==> src/ipf_pkg.sv <==
// package with register map, function codes and carrier types of the input block
package ipf_pkg;
    localparam int          NUM_IN       = 16;
    localparam logic [15:0] IDX_STATES   = 16'h2190;
    localparam logic [15:0] IDX_PINCFG   = 16'h2191;
    localparam logic [15:0] IDX_FUNC     = 16'h2192;
    localparam logic [15:0] IDX_DEBOUNCE = 16'h2195;
    localparam logic [15:0] IDX_RAW      = 16'h2196;
    localparam logic [7:0]  SUB_COUNT    = 8'h00;
    localparam logic [15:0] NUM_IN_WORD  = 16'h0010;
    localparam logic [15:0] PINCFG_RST   = 16'h0000;
    localparam logic [15:0] PINCFG_MASK  = 16'h01ff;
    localparam int          PULLUP_LSB   = 0;
    localparam int          PULLUP_W     = 8;
    localparam int          DIFF_BIT     = 8;
    localparam int          SEL_LSB      = 8;
    localparam int          MS_NS        = 1000000;
    localparam int          CLK_NS       = 50;
    localparam int          MS_CYCLES    = MS_NS / CLK_NS;
    localparam int          DBT_W        = 14;
    localparam int          MSDIV_W      = 16;

    // function codes live in the low byte of each entry
    localparam logic [7:0] FC_RESET_R  = 8'h02;
    localparam logic [7:0] FC_RESET_F  = 8'h03;
    localparam logic [7:0] FC_PLIM_H   = 8'h04;
    localparam logic [7:0] FC_PLIM_L   = 8'h05;
    localparam logic [7:0] FC_NLIM_H   = 8'h06;
    localparam logic [7:0] FC_NLIM_L   = 8'h07;
    localparam logic [7:0] FC_TEMP_H   = 8'h08;
    localparam logic [7:0] FC_TEMP_L   = 8'h09;
    localparam logic [7:0] FC_DISCLR_H = 8'h0a;
    localparam logic [7:0] FC_DISCLR_L = 8'h0b;
    localparam logic [7:0] FC_RSTDIS_H = 8'h0c;
    localparam logic [7:0] FC_RSTDIS_L = 8'h0d;
    localparam logic [7:0] FC_HOME_H   = 8'h0e;
    localparam logic [7:0] FC_HOME_L   = 8'h0f;
    localparam logic [7:0] FC_DIS_H    = 8'h10;
    localparam logic [7:0] FC_DIS_L    = 8'h11;
    localparam logic [7:0] FC_PWMSYNC  = 8'h13;
    localparam logic [7:0] FC_HALT_H   = 8'h14;
    localparam logic [7:0] FC_HALT_L   = 8'h15;
    localparam logic [7:0] FC_ADIV_H   = 8'h16;
    localparam logic [7:0] FC_ADIV_L   = 8'h17;
    localparam logic [7:0] FC_CAPT_R   = 8'h18;
    localparam logic [7:0] FC_CAPT_F   = 8'h19;
    localparam logic [7:0] FC_CNT_R    = 8'h1a;
    localparam logic [7:0] FC_CNT_F    = 8'h1b;

    typedef struct packed {
        logic        rd;
        logic        wr;
        logic [15:0] index;
        logic [7:0]  subindex;
        logic [15:0] wdata;
    } ipf_req_s;

    typedef struct packed {
        logic        ack;
        logic        err;
        logic [15:0] rdata;
    } ipf_rsp_s;

    typedef struct packed {
        logic       reset_req;
        logic       fault_clear;
        logic       disable_amp;
        logic       pos_limit;
        logic       neg_limit;
        logic       motor_temp;
        logic       home_switch;
        logic       pwm_sync;
        logic       halt_motor;
        logic       analog_divide;
        logic       capture;
        logic       count_pulse;
        logic [7:0] count_sel;
    } ipf_func_s;

    // two entries per function pair, even code active high or rising
    function automatic logic code_in(input logic [7:0] code, input logic [7:0] base);
        return code[7:1] == base[7:1];
    endfunction : code_in
endpackage : ipf_pkg

==> src/ipf_input_block.sv <==
// general-purpose input block: sync, debounce, pin config and input functions
//
// Notes on behaviour
// - debounced levels word, bit n is input n+1
// - pulse event whenever any debounced level changes
// - config bits 0-7 enable per-input pull-ups
// - config bit 8 selects differential input groups
// - function array per input, sub 0 count
// - codes 0 and 1 do nothing
// - codes 2/3 reset on rise/fall
// - codes 4-7 positive and negative limit switches
// - codes 8/9 motor temperature sensor high/low
// - codes 10/11 disable on level, clear faults
// - codes 12/13 reset on edge, disable on level
// - codes 14/15 home switch high/low
// - codes 16/17 disable only, high/low
// - code 19 switching sync, high-speed inputs only
// - codes 20/21 halt motor, block new trajectory
// - codes 22/23 analog divide while high/low
// - codes 24/25 fast capture, high-speed inputs only
// - code 26 counts rises, upper byte selects
// - another code counts falling edges likewise
// - per-input debounce time in milliseconds
// - raw undebounced levels readable, one per bit
`timescale 1ns/100ps
`default_nettype none
module ipf_input_block
#(
    parameter int          MS_CYC  = ipf_pkg::MS_CYCLES,
    parameter logic [15:0] HS_MASK = 16'h0003
)
(
    // clock and reset
    input  wire logic                clk,
    input  wire logic                reset_n,
    // physical input lines
    input  wire logic [15:0]         in_pins,
    // pin conditioning controls
    output logic      [7:0]          pullup_en,
    output logic                     diff_select,
    // object access port
    input  wire ipf_pkg::ipf_req_s   req,
    output ipf_pkg::ipf_rsp_s        rsp,
    // state change event
    output logic                     state_event,
    // input function outputs
    output ipf_pkg::ipf_func_s       func
);
    localparam int N = ipf_pkg::NUM_IN;

    // three-stage synchronisers
    logic [15:0] sync1_ff, sync2_ff, sync3_ff, raw_ff;
    always_ff @(posedge clk or negedge reset_n)
    begin
        if (!reset_n)
        begin
            sync1_ff <= 16'h0000;
            sync2_ff <= 16'h0000;
            sync3_ff <= 16'h0000;
            raw_ff   <= 16'h0000;
        end
        else
        begin
            sync1_ff <= in_pins;
            sync2_ff <= sync1_ff;
            sync3_ff <= sync2_ff;
            raw_ff   <= (sync2_ff & sync3_ff) | (raw_ff & (sync2_ff ^ sync3_ff));
        end
    end

    // millisecond tick
    logic [ipf_pkg::MSDIV_W-1:0] msdiv_ff;
    wire                         ms_tick = (msdiv_ff == ipf_pkg::MSDIV_W'(MS_CYC - 1));
    always_ff @(posedge clk or negedge reset_n)
    begin
        if (!reset_n)
            msdiv_ff <= '0;
        else if (ms_tick)
            msdiv_ff <= '0;
        else
            msdiv_ff <= msdiv_ff + 1'b1;
    end

    // register access decode
    wire hit_states = (req.index == ipf_pkg::IDX_STATES);
    wire hit_pincfg = (req.index == ipf_pkg::IDX_PINCFG);
    wire hit_func   = (req.index == ipf_pkg::IDX_FUNC);
    wire hit_dbt    = (req.index == ipf_pkg::IDX_DEBOUNCE);
    wire hit_raw    = (req.index == ipf_pkg::IDX_RAW);
    wire sub_zero   = (req.subindex == ipf_pkg::SUB_COUNT);
    wire sub_elem   = !sub_zero && (req.subindex <= 8'(N));
    wire [3:0] elem = 4'(req.subindex - 8'h01);
    wire arr_hit    = (hit_func || hit_dbt) && (sub_zero || sub_elem);
    wire flat_hit   = (hit_states || hit_pincfg || hit_raw) && sub_zero;
    wire map_hit    = arr_hit || flat_hit;
    wire wr_ok      = req.wr && ((hit_pincfg && sub_zero) || ((hit_func || hit_dbt) && sub_elem));
    wire rd_ok      = req.rd && map_hit;
    wire func_we    = req.wr && hit_func && sub_elem;
    wire dbt_we     = req.wr && hit_dbt && sub_elem;

    logic [15:0]      func_rd, dbt_rd;
    logic [N*16-1:0]  func_words, dbt_words;

    ipf_word_mem u_func_mem
    (
        .clk     (clk),
        .reset_n (reset_n),
        .wr_en   (func_we),
        .wr_addr (elem),
        .wr_data (req.wdata),
        .rd_addr (elem),
        .rd_data (func_rd),
        .words   (func_words)
    );

    ipf_word_mem u_dbt_mem
    (
        .clk     (clk),
        .reset_n (reset_n),
        .wr_en   (dbt_we),
        .wr_addr (elem),
        .wr_data (req.wdata),
        .rd_addr (elem),
        .rd_data (dbt_rd),
        .words   (dbt_words)
    );

    // pin configuration register
    logic [15:0] pincfg_ff;
    always_ff @(posedge clk or negedge reset_n)
    begin
        if (!reset_n)
            pincfg_ff <= ipf_pkg::PINCFG_RST;
        else if (req.wr && hit_pincfg && sub_zero)
            pincfg_ff <= req.wdata & ipf_pkg::PINCFG_MASK;
    end
    assign pullup_en   = pincfg_ff[ipf_pkg::PULLUP_LSB +: ipf_pkg::PULLUP_W];
    assign diff_select = pincfg_ff[ipf_pkg::DIFF_BIT];

    // debounce per input
    logic [15:0] deb_ff, deb_prev_ff, raw_prev_ff;
    genvar g;
    generate
        for (g = 0; g < N; g++)
        begin : g_deb
            logic [ipf_pkg::DBT_W-1:0] cnt_ff;
            logic                      lvl_ff;
            wire  [ipf_pkg::DBT_W-1:0] limit = dbt_words[g*16 +: ipf_pkg::DBT_W];
            wire                       differ = raw_ff[g] ^ deb_ff[g];
            always_ff @(posedge clk or negedge reset_n)
            begin
                if (!reset_n)
                begin
                    cnt_ff <= '0;
                    lvl_ff <= 1'b0;
                end
                else if (!differ)
                    cnt_ff <= '0;
                else if (cnt_ff >= limit)
                begin
                    cnt_ff <= '0;
                    lvl_ff <= raw_ff[g];
                end
                else if (ms_tick)
                    cnt_ff <= cnt_ff + 1'b1;
            end
            assign deb_ff[g] = lvl_ff;
        end
    endgenerate

    always_ff @(posedge clk or negedge reset_n)
    begin
        if (!reset_n)
        begin
            deb_prev_ff <= 16'h0000;
            raw_prev_ff <= 16'h0000;
        end
        else
        begin
            deb_prev_ff <= deb_ff;
            raw_prev_ff <= raw_ff;
        end
    end
    assign state_event = |(deb_ff ^ deb_prev_ff);

    // per-input function decode
    logic [N-1:0] m_reset, m_clear, m_dis, m_plim, m_nlim, m_temp, m_home;
    logic [N-1:0] m_pwm, m_halt, m_adiv, m_capt, m_cnt;
    generate
        for (g = 0; g < N; g++)
        begin : g_fn
            wire [7:0] code   = func_words[g*16 +: 8];
            wire       pol_lo = code[0];
            wire       act    = deb_ff[g] ^ pol_lo;
            wire       act_p  = deb_prev_ff[g] ^ pol_lo;
            wire       edge_a = act && !act_p;
            wire       fast_e = (raw_ff[g] ^ pol_lo) && !(raw_prev_ff[g] ^ pol_lo);
            wire       hs     = HS_MASK[g];
            // codes 0, 1, 18 and unlisted values match nothing below
            assign m_reset[g] = edge_a && (ipf_pkg::code_in(code, ipf_pkg::FC_RESET_R)
                              || ipf_pkg::code_in(code, ipf_pkg::FC_RSTDIS_H));
            assign m_clear[g] = edge_a && ipf_pkg::code_in(code, ipf_pkg::FC_DISCLR_H);
            assign m_dis[g]   = act && (ipf_pkg::code_in(code, ipf_pkg::FC_DISCLR_H)
                              || ipf_pkg::code_in(code, ipf_pkg::FC_RSTDIS_H)
                              || ipf_pkg::code_in(code, ipf_pkg::FC_DIS_H));
            assign m_plim[g]  = act && ipf_pkg::code_in(code, ipf_pkg::FC_PLIM_H);
            assign m_nlim[g]  = act && ipf_pkg::code_in(code, ipf_pkg::FC_NLIM_H);
            assign m_temp[g]  = act && ipf_pkg::code_in(code, ipf_pkg::FC_TEMP_H);
            assign m_home[g]  = act && ipf_pkg::code_in(code, ipf_pkg::FC_HOME_H);
            assign m_pwm[g]   = hs && (code == ipf_pkg::FC_PWMSYNC) && raw_ff[g];
            assign m_halt[g]  = act && ipf_pkg::code_in(code, ipf_pkg::FC_HALT_H);
            assign m_adiv[g]  = act && ipf_pkg::code_in(code, ipf_pkg::FC_ADIV_H);
            assign m_capt[g]  = hs && fast_e && ipf_pkg::code_in(code, ipf_pkg::FC_CAPT_R);
            assign m_cnt[g]   = edge_a && ipf_pkg::code_in(code, ipf_pkg::FC_CNT_R);
        end
    endgenerate

    // lowest counting input wins the select byte in a shared cycle
    logic [7:0] nxt_sel;
    always_comb
    begin
        nxt_sel = 8'h00;
        for (int i = N - 1; i >= 0; i--)
            if (m_cnt[i])
                nxt_sel = func_words[i*16 + ipf_pkg::SEL_LSB +: 8];
    end

    ipf_pkg::ipf_func_s func_ff, nxt_func;
    always_comb
    begin
        nxt_func.reset_req     = |m_reset;
        nxt_func.fault_clear   = |m_clear;
        nxt_func.disable_amp   = |m_dis;
        nxt_func.pos_limit     = |m_plim;
        nxt_func.neg_limit     = |m_nlim;
        nxt_func.motor_temp    = |m_temp;
        nxt_func.home_switch   = |m_home;
        nxt_func.pwm_sync      = |m_pwm;
        nxt_func.halt_motor    = |m_halt;
        nxt_func.analog_divide = |m_adiv;
        nxt_func.capture       = |m_capt;
        nxt_func.count_pulse   = |m_cnt;
        nxt_func.count_sel     = nxt_sel;
    end
    always_ff @(posedge clk or negedge reset_n)
    begin
        if (!reset_n)
            func_ff <= '0;
        else
            func_ff <= nxt_func;
    end
    assign func = func_ff;

    // read answer, one cycle after the request
    logic        ack_ff, err_ff, arr_sel_ff, sub0_ff, func_sel_ff;
    logic [15:0] flat_ff;
    wire  [15:0] nxt_flat = hit_states ? deb_ff :
                            hit_raw    ? raw_ff :
                            hit_pincfg ? pincfg_ff : 16'h0000;
    always_ff @(posedge clk or negedge reset_n)
    begin
        if (!reset_n)
        begin
            ack_ff      <= 1'b0;
            err_ff      <= 1'b0;
            arr_sel_ff  <= 1'b0;
            sub0_ff     <= 1'b0;
            func_sel_ff <= 1'b0;
            flat_ff     <= 16'h0000;
        end
        else
        begin
            ack_ff      <= req.rd || req.wr;
            err_ff      <= (req.rd && !rd_ok) || (req.wr && !wr_ok);
            arr_sel_ff  <= arr_hit && sub_elem;
            sub0_ff     <= sub_zero;
            func_sel_ff <= hit_func;
            flat_ff     <= (arr_hit && sub_zero) ? ipf_pkg::NUM_IN_WORD : nxt_flat;
        end
    end
    assign rsp.ack   = ack_ff;
    assign rsp.err   = err_ff;
    assign rsp.rdata = err_ff ? 16'h0000 :
                       !arr_sel_ff ? flat_ff :
                       func_sel_ff ? func_rd : dbt_rd;
endmodule : ipf_input_block
`default_nettype wire

==> src/ipf_word_mem.sv <==
// small word store with registered read port and a flat view of all words
`timescale 1ns/100ps
`default_nettype none
module ipf_word_mem
(
    // clock and reset
    input  wire logic        clk,
    input  wire logic        reset_n,
    // write port
    input  wire logic        wr_en,
    input  wire logic [3:0]  wr_addr,
    input  wire logic [15:0] wr_data,
    // read port
    input  wire logic [3:0]  rd_addr,
    output logic      [15:0] rd_data,
    // all words for the per-input logic
    output logic      [ipf_pkg::NUM_IN*16-1:0] words
);
    logic [15:0] mem_ff [ipf_pkg::NUM_IN];
    logic [15:0] rd_data_ff;

    genvar g;
    generate
        for (g = 0; g < ipf_pkg::NUM_IN; g++)
        begin : g_word
            always_ff @(posedge clk or negedge reset_n)
            begin
                if (!reset_n)
                    mem_ff[g] <= 16'h0000;
                else if (wr_en && wr_addr == 4'(g))
                    mem_ff[g] <= wr_data;
            end
            assign words[g*16 +: 16] = mem_ff[g];
        end
    endgenerate

    always_ff @(posedge clk or negedge reset_n)
    begin
        if (!reset_n)
            rd_data_ff <= 16'h0000;
        else
            rd_data_ff <= mem_ff[rd_addr];
    end
    assign rd_data = rd_data_ff;
endmodule : ipf_word_mem
`default_nettype wire
==> config.mk <==
export PLATFORM = sky130hd
export DESIGN_NAME = ipf_input_block
export DESIGN_NICKNAME = d
export VERILOG_FILES = /design/src/ipf_pkg.sv /design/src/ipf_input_block.sv /design/src/ipf_word_mem.sv
export SDC_FILE = /design/constraint.sdc
export NUM_CORES = 2
export LEC_CHECK = 0
export BUFFER_PORTS_ARGS = -buffer_cell sky130_fd_sc_hd__buf_2
export CORE_MARGIN = 8
export CORE_UTILIZATION = 59
export CTS_BUF_LIST = sky130_fd_sc_hd__clkbuf_4 sky130_fd_sc_hd__clkbuf_8
export DETAILED_ROUTE_END_ITERATION = 8
export GPL_TIMING_DRIVEN = 0
export PLACE_DENSITY_LB_ADDON = 0.08
export REMOVE_ABC_BUFFERS = 1
export SETUP_SLACK_MARGIN = 0.05
export SKIP_LAST_GASP = 1
export SLEW_MARGIN = 20
export SYNTH_ARGS = -nofsm -noshare
export SYNTH_HDL_FRONTEND = slang
export SYNTH_SLANG_ARGS = --single-unit
export TNS_END_PERCENT = 10
==> constraint.sdc <==
create_clock -name clk -period 2.2 [get_ports clk]
set_input_delay 0.33 -clock clk [delete_from_list [all_inputs] [get_ports clk]]
set_output_delay 0.33 -clock clk [all_outputs]
set_load 0.01 [all_outputs]
==> results.toml <==
[grt]
antenna_found_initial = 13
gr-total-overflow = 0
track_usage = 0.318
grt_start_max_net_pins = 138
grt_pass1_wl_um = 231000
grt_pass1_vias = 37044

[setup_path]
critPathRequiredTime_ns = 1.87
cp-end-kind = "output pin"
arrival_ns = 2.39
critPathLaunchType = "register"
path_class = "reg -> out"
crit_fanout = 6

[logic_synthesis]
synth_seq_cells = 931
synth_flop_cell = "dfrtp_1"
synth_fa_ha_area_frac = 0.0642
synth_edf_count = 0
syn-cell-area_mm2 = 0.0510
ys_async_sr_fraction = 1.00
ys_top_cells_by_area = "dfrtp_1 46%, mux2_2 11%, mux4_2 7.1%, ha_1 6.4%, nor2_1 3.0%"
synth_cell_types = 84
synth_mux_area_frac = 0.194
avgSynthCellArea_um2 = 11.4
synth_top_family_by_area = "multiplexers"
seq_area_frac_synth = 0.456
synthSimpleGateAreaFrac = 0.132
synth-xor-area-share = 0.0491
synth_top_area_share = 0.456
synth-compound-area-share = 0.0623
synth_cells = 4494
yosysWarnings = 0
yosysTopAreaCell = "dfrtp_1"

[floorplan]
coreArea_mm2 = 0.0862
start_util = 0.592
io-pin-count = 108
die_h_um = 310
die_area_mm2 = 0.0962
die-width_um = 310
rows = 108

[clock_tree]
clock-sinks = 931
cts.clk_slew.worst_paths_ns = 0.07
numCtsBuffers = 161
root_buffer = "clkbuf_8"
cts_tree = "built"
clkLatencyLatePin_ns = 0.85
ctsHtreeMaxLevel = 4
clockBufferDepth = 3

[timing]
rsz0062_at_grt = "true"
setup_viol = 779
slew_viol_final = 0
fin_crit_ns = 2.72
finalSetupTns_ns = -118.75
skew_ns = 0.0608
finalHoldViolations = 0
fmax_mhz = 367
fin_ws_ns = -0.522
slew_headroom = 0.275
fin_crit_sh = 1.24
worst_pin_slew_ns = 1.09

[placement]
place_congestion = 1.01
io_buffers = 107
place_hpwl_um = 105000

[outcome]
violations = "DRC, setup timing"
status = "finished, violations left"

[power_and_ir_drop]
power_density_mw_per_mm2 = 609
leakage_nw = 27.6
ir_drop_mv = 0.638

[layout]
num-fill-cells = 6287
synthToLayoutAreaGrowth_pct = 17.9
layout_common_cells = "891 x dfrtp_1, 503 x mux2_2, 343 x nor2_1"
nNetsFinal = 5108
finish.utilization = 0.698
drive_gt1_frac = 0.335
layout_commonest_cell = "dfrtp_1"

[flow_run]
drv_cap = 0

[drt]
wl_um = 157000
drtPass1Iterations = 9
drc = 2
num_vias = 38046
ant_nets = 0
avgRoutedWirePerCell_um = 25.9
drtIter0Drc = 3749
vias_per_cell = 6.27

[min_path]
hp-class = "in -> reg"
[per-layer routing]
layer / up-vias / track usage / wire length, um
met5: - / 0 / 38
met4: 6 / 0.115 / 6400
met3: 351 / 0.0794 / 14100
met2: 1510 / 0.485 / 70900
met1: 19487 / 0.442 / 65500
li1: 16692 / - / -
[stage by stage]
step           setup slack, ns  total power [mW]  instances  hold slack (ns)  cell area (um^2)
4_1_cts                 -0.574              36.8       5939           0.0199             58000
3_5_place_dp             -1.97              19.6       5550            0.261             52700
2_1_floorplan            -3.01              18.4       4260           0.0344             50000
5_1_grt                 -0.538              37.8       6062            0.104             60100
6_report                -0.522              36.7       6067            0.109             60200
3_3_place_gp            -19.52              19.6       5522            0.333             51900
[power breakdown]
part           internal (mW)  total, mW  leakage, nW  switching, mW
combinational          0.712       2.11         13.1           1.40
sequential              17.3       17.6         12.7          0.312
clock                   9.60       16.9         1.84           7.35
total                   27.6       36.7         27.6           9.06
[state kept, by name (all words and copies together), names as in the netlist]
signal              flops
u_dbt_mem.rd_data      16
g_deb.cnt_ff          224
func_sel_ff             1
pincfg_ff               9
u_func_mem.words      256
raw_ff                 16
raw_prev_ff             2
ack_ff                  1
u_dbt_mem.words       256
deb_prev_ff            16
sync2_ff               16
arr_sel_ff              1
func                   20
g_deb.lvl_ff           16
sync3_ff               16
u_func_mem.rd_data     16
err_ff                  1
flat_ff                16
sync1_ff               16
msdiv_ff               16
[worst paths after layout]
| kind | from | end | slack [ns] | cells after the start |
|---|---|---|---|---|
| setup / recovery | g_deb[5].lvl_ff | state_event | -0.52 | 4 |
| hold / removal | req[19] | err_ff | 0.11 | 5 |
| setup reg to reg | g_deb[15].lvl_ff | func[3] | -0.51 | 7 |
| hold reg to reg | sync1_ff[1] | sync2_ff[1] | 0.34 | 0 |
| max in group asynchronous | reset_n | msdiv_ff[13] | 0.05 | 7 |
| min in group asynchronous | reset_n | u_func_mem.words[97] | 0.30 | 5 |
[cells by family after synthesis]
family / after synthesis
xor gates and xnor gates: 286
and+or+nand+nor: 1319
AOI/OAI and AO/OA: 453
adders and majority gates: 262
muxes: 724
DFF: 931
buffers and inverters: 519
[cell usage after synthesis, types with 45 or more instances]
library cell and number:
and3_1 67, o21ai_0 53, a21o_1 65, inv_1 285, clkbuf_1 160, a21oi_1 102
dfrtp_1 931, nor3_1 63, mux2_2 503, mux4_2 160, nor2_1 411, xnor2_1 111
nand4_1 108, xor2_1 175, ha_1 262, nand2_1 252, nand3_1 117, nand2b_1 45
[layout make-up]
class | count | area (um^2) | area share
multi-input combinational | 3054 | 27400 | 0.456
sequential | 931 | 23400 | 0.388
timing repair buffer | 353 | 3360 | 0.0558
clock buffer | 261 | 3270 | 0.0543
tap | 1155 | 1450 | 0.0240
inverter | 285 | 1080 | 0.0179
clock inverter | 22 | 203 | 0.00337
antenna | 6 | 15.0 | 0.000250
[worst max-delay path: stages, from the launching register on]
cell	delay, ns
dfrtp_2	0.51
xor2_2	0.20
nor4_4	0.37
nand4_1	0.25
buf_2	0.21
[timing repair]
item | 4_1_cts | 5_1_grt
pin swaps | 46 | 165
setup endpoints to repair | 829 | 938
buffers inserted | 74 | 111
endpoints found under the hold margin | 462 | 0
gates cloned | 4 | 11
resized for setup | 150 | 266
hold buffers | 29 | 0
Note: power is estimated with default switching activity, not from simulation.
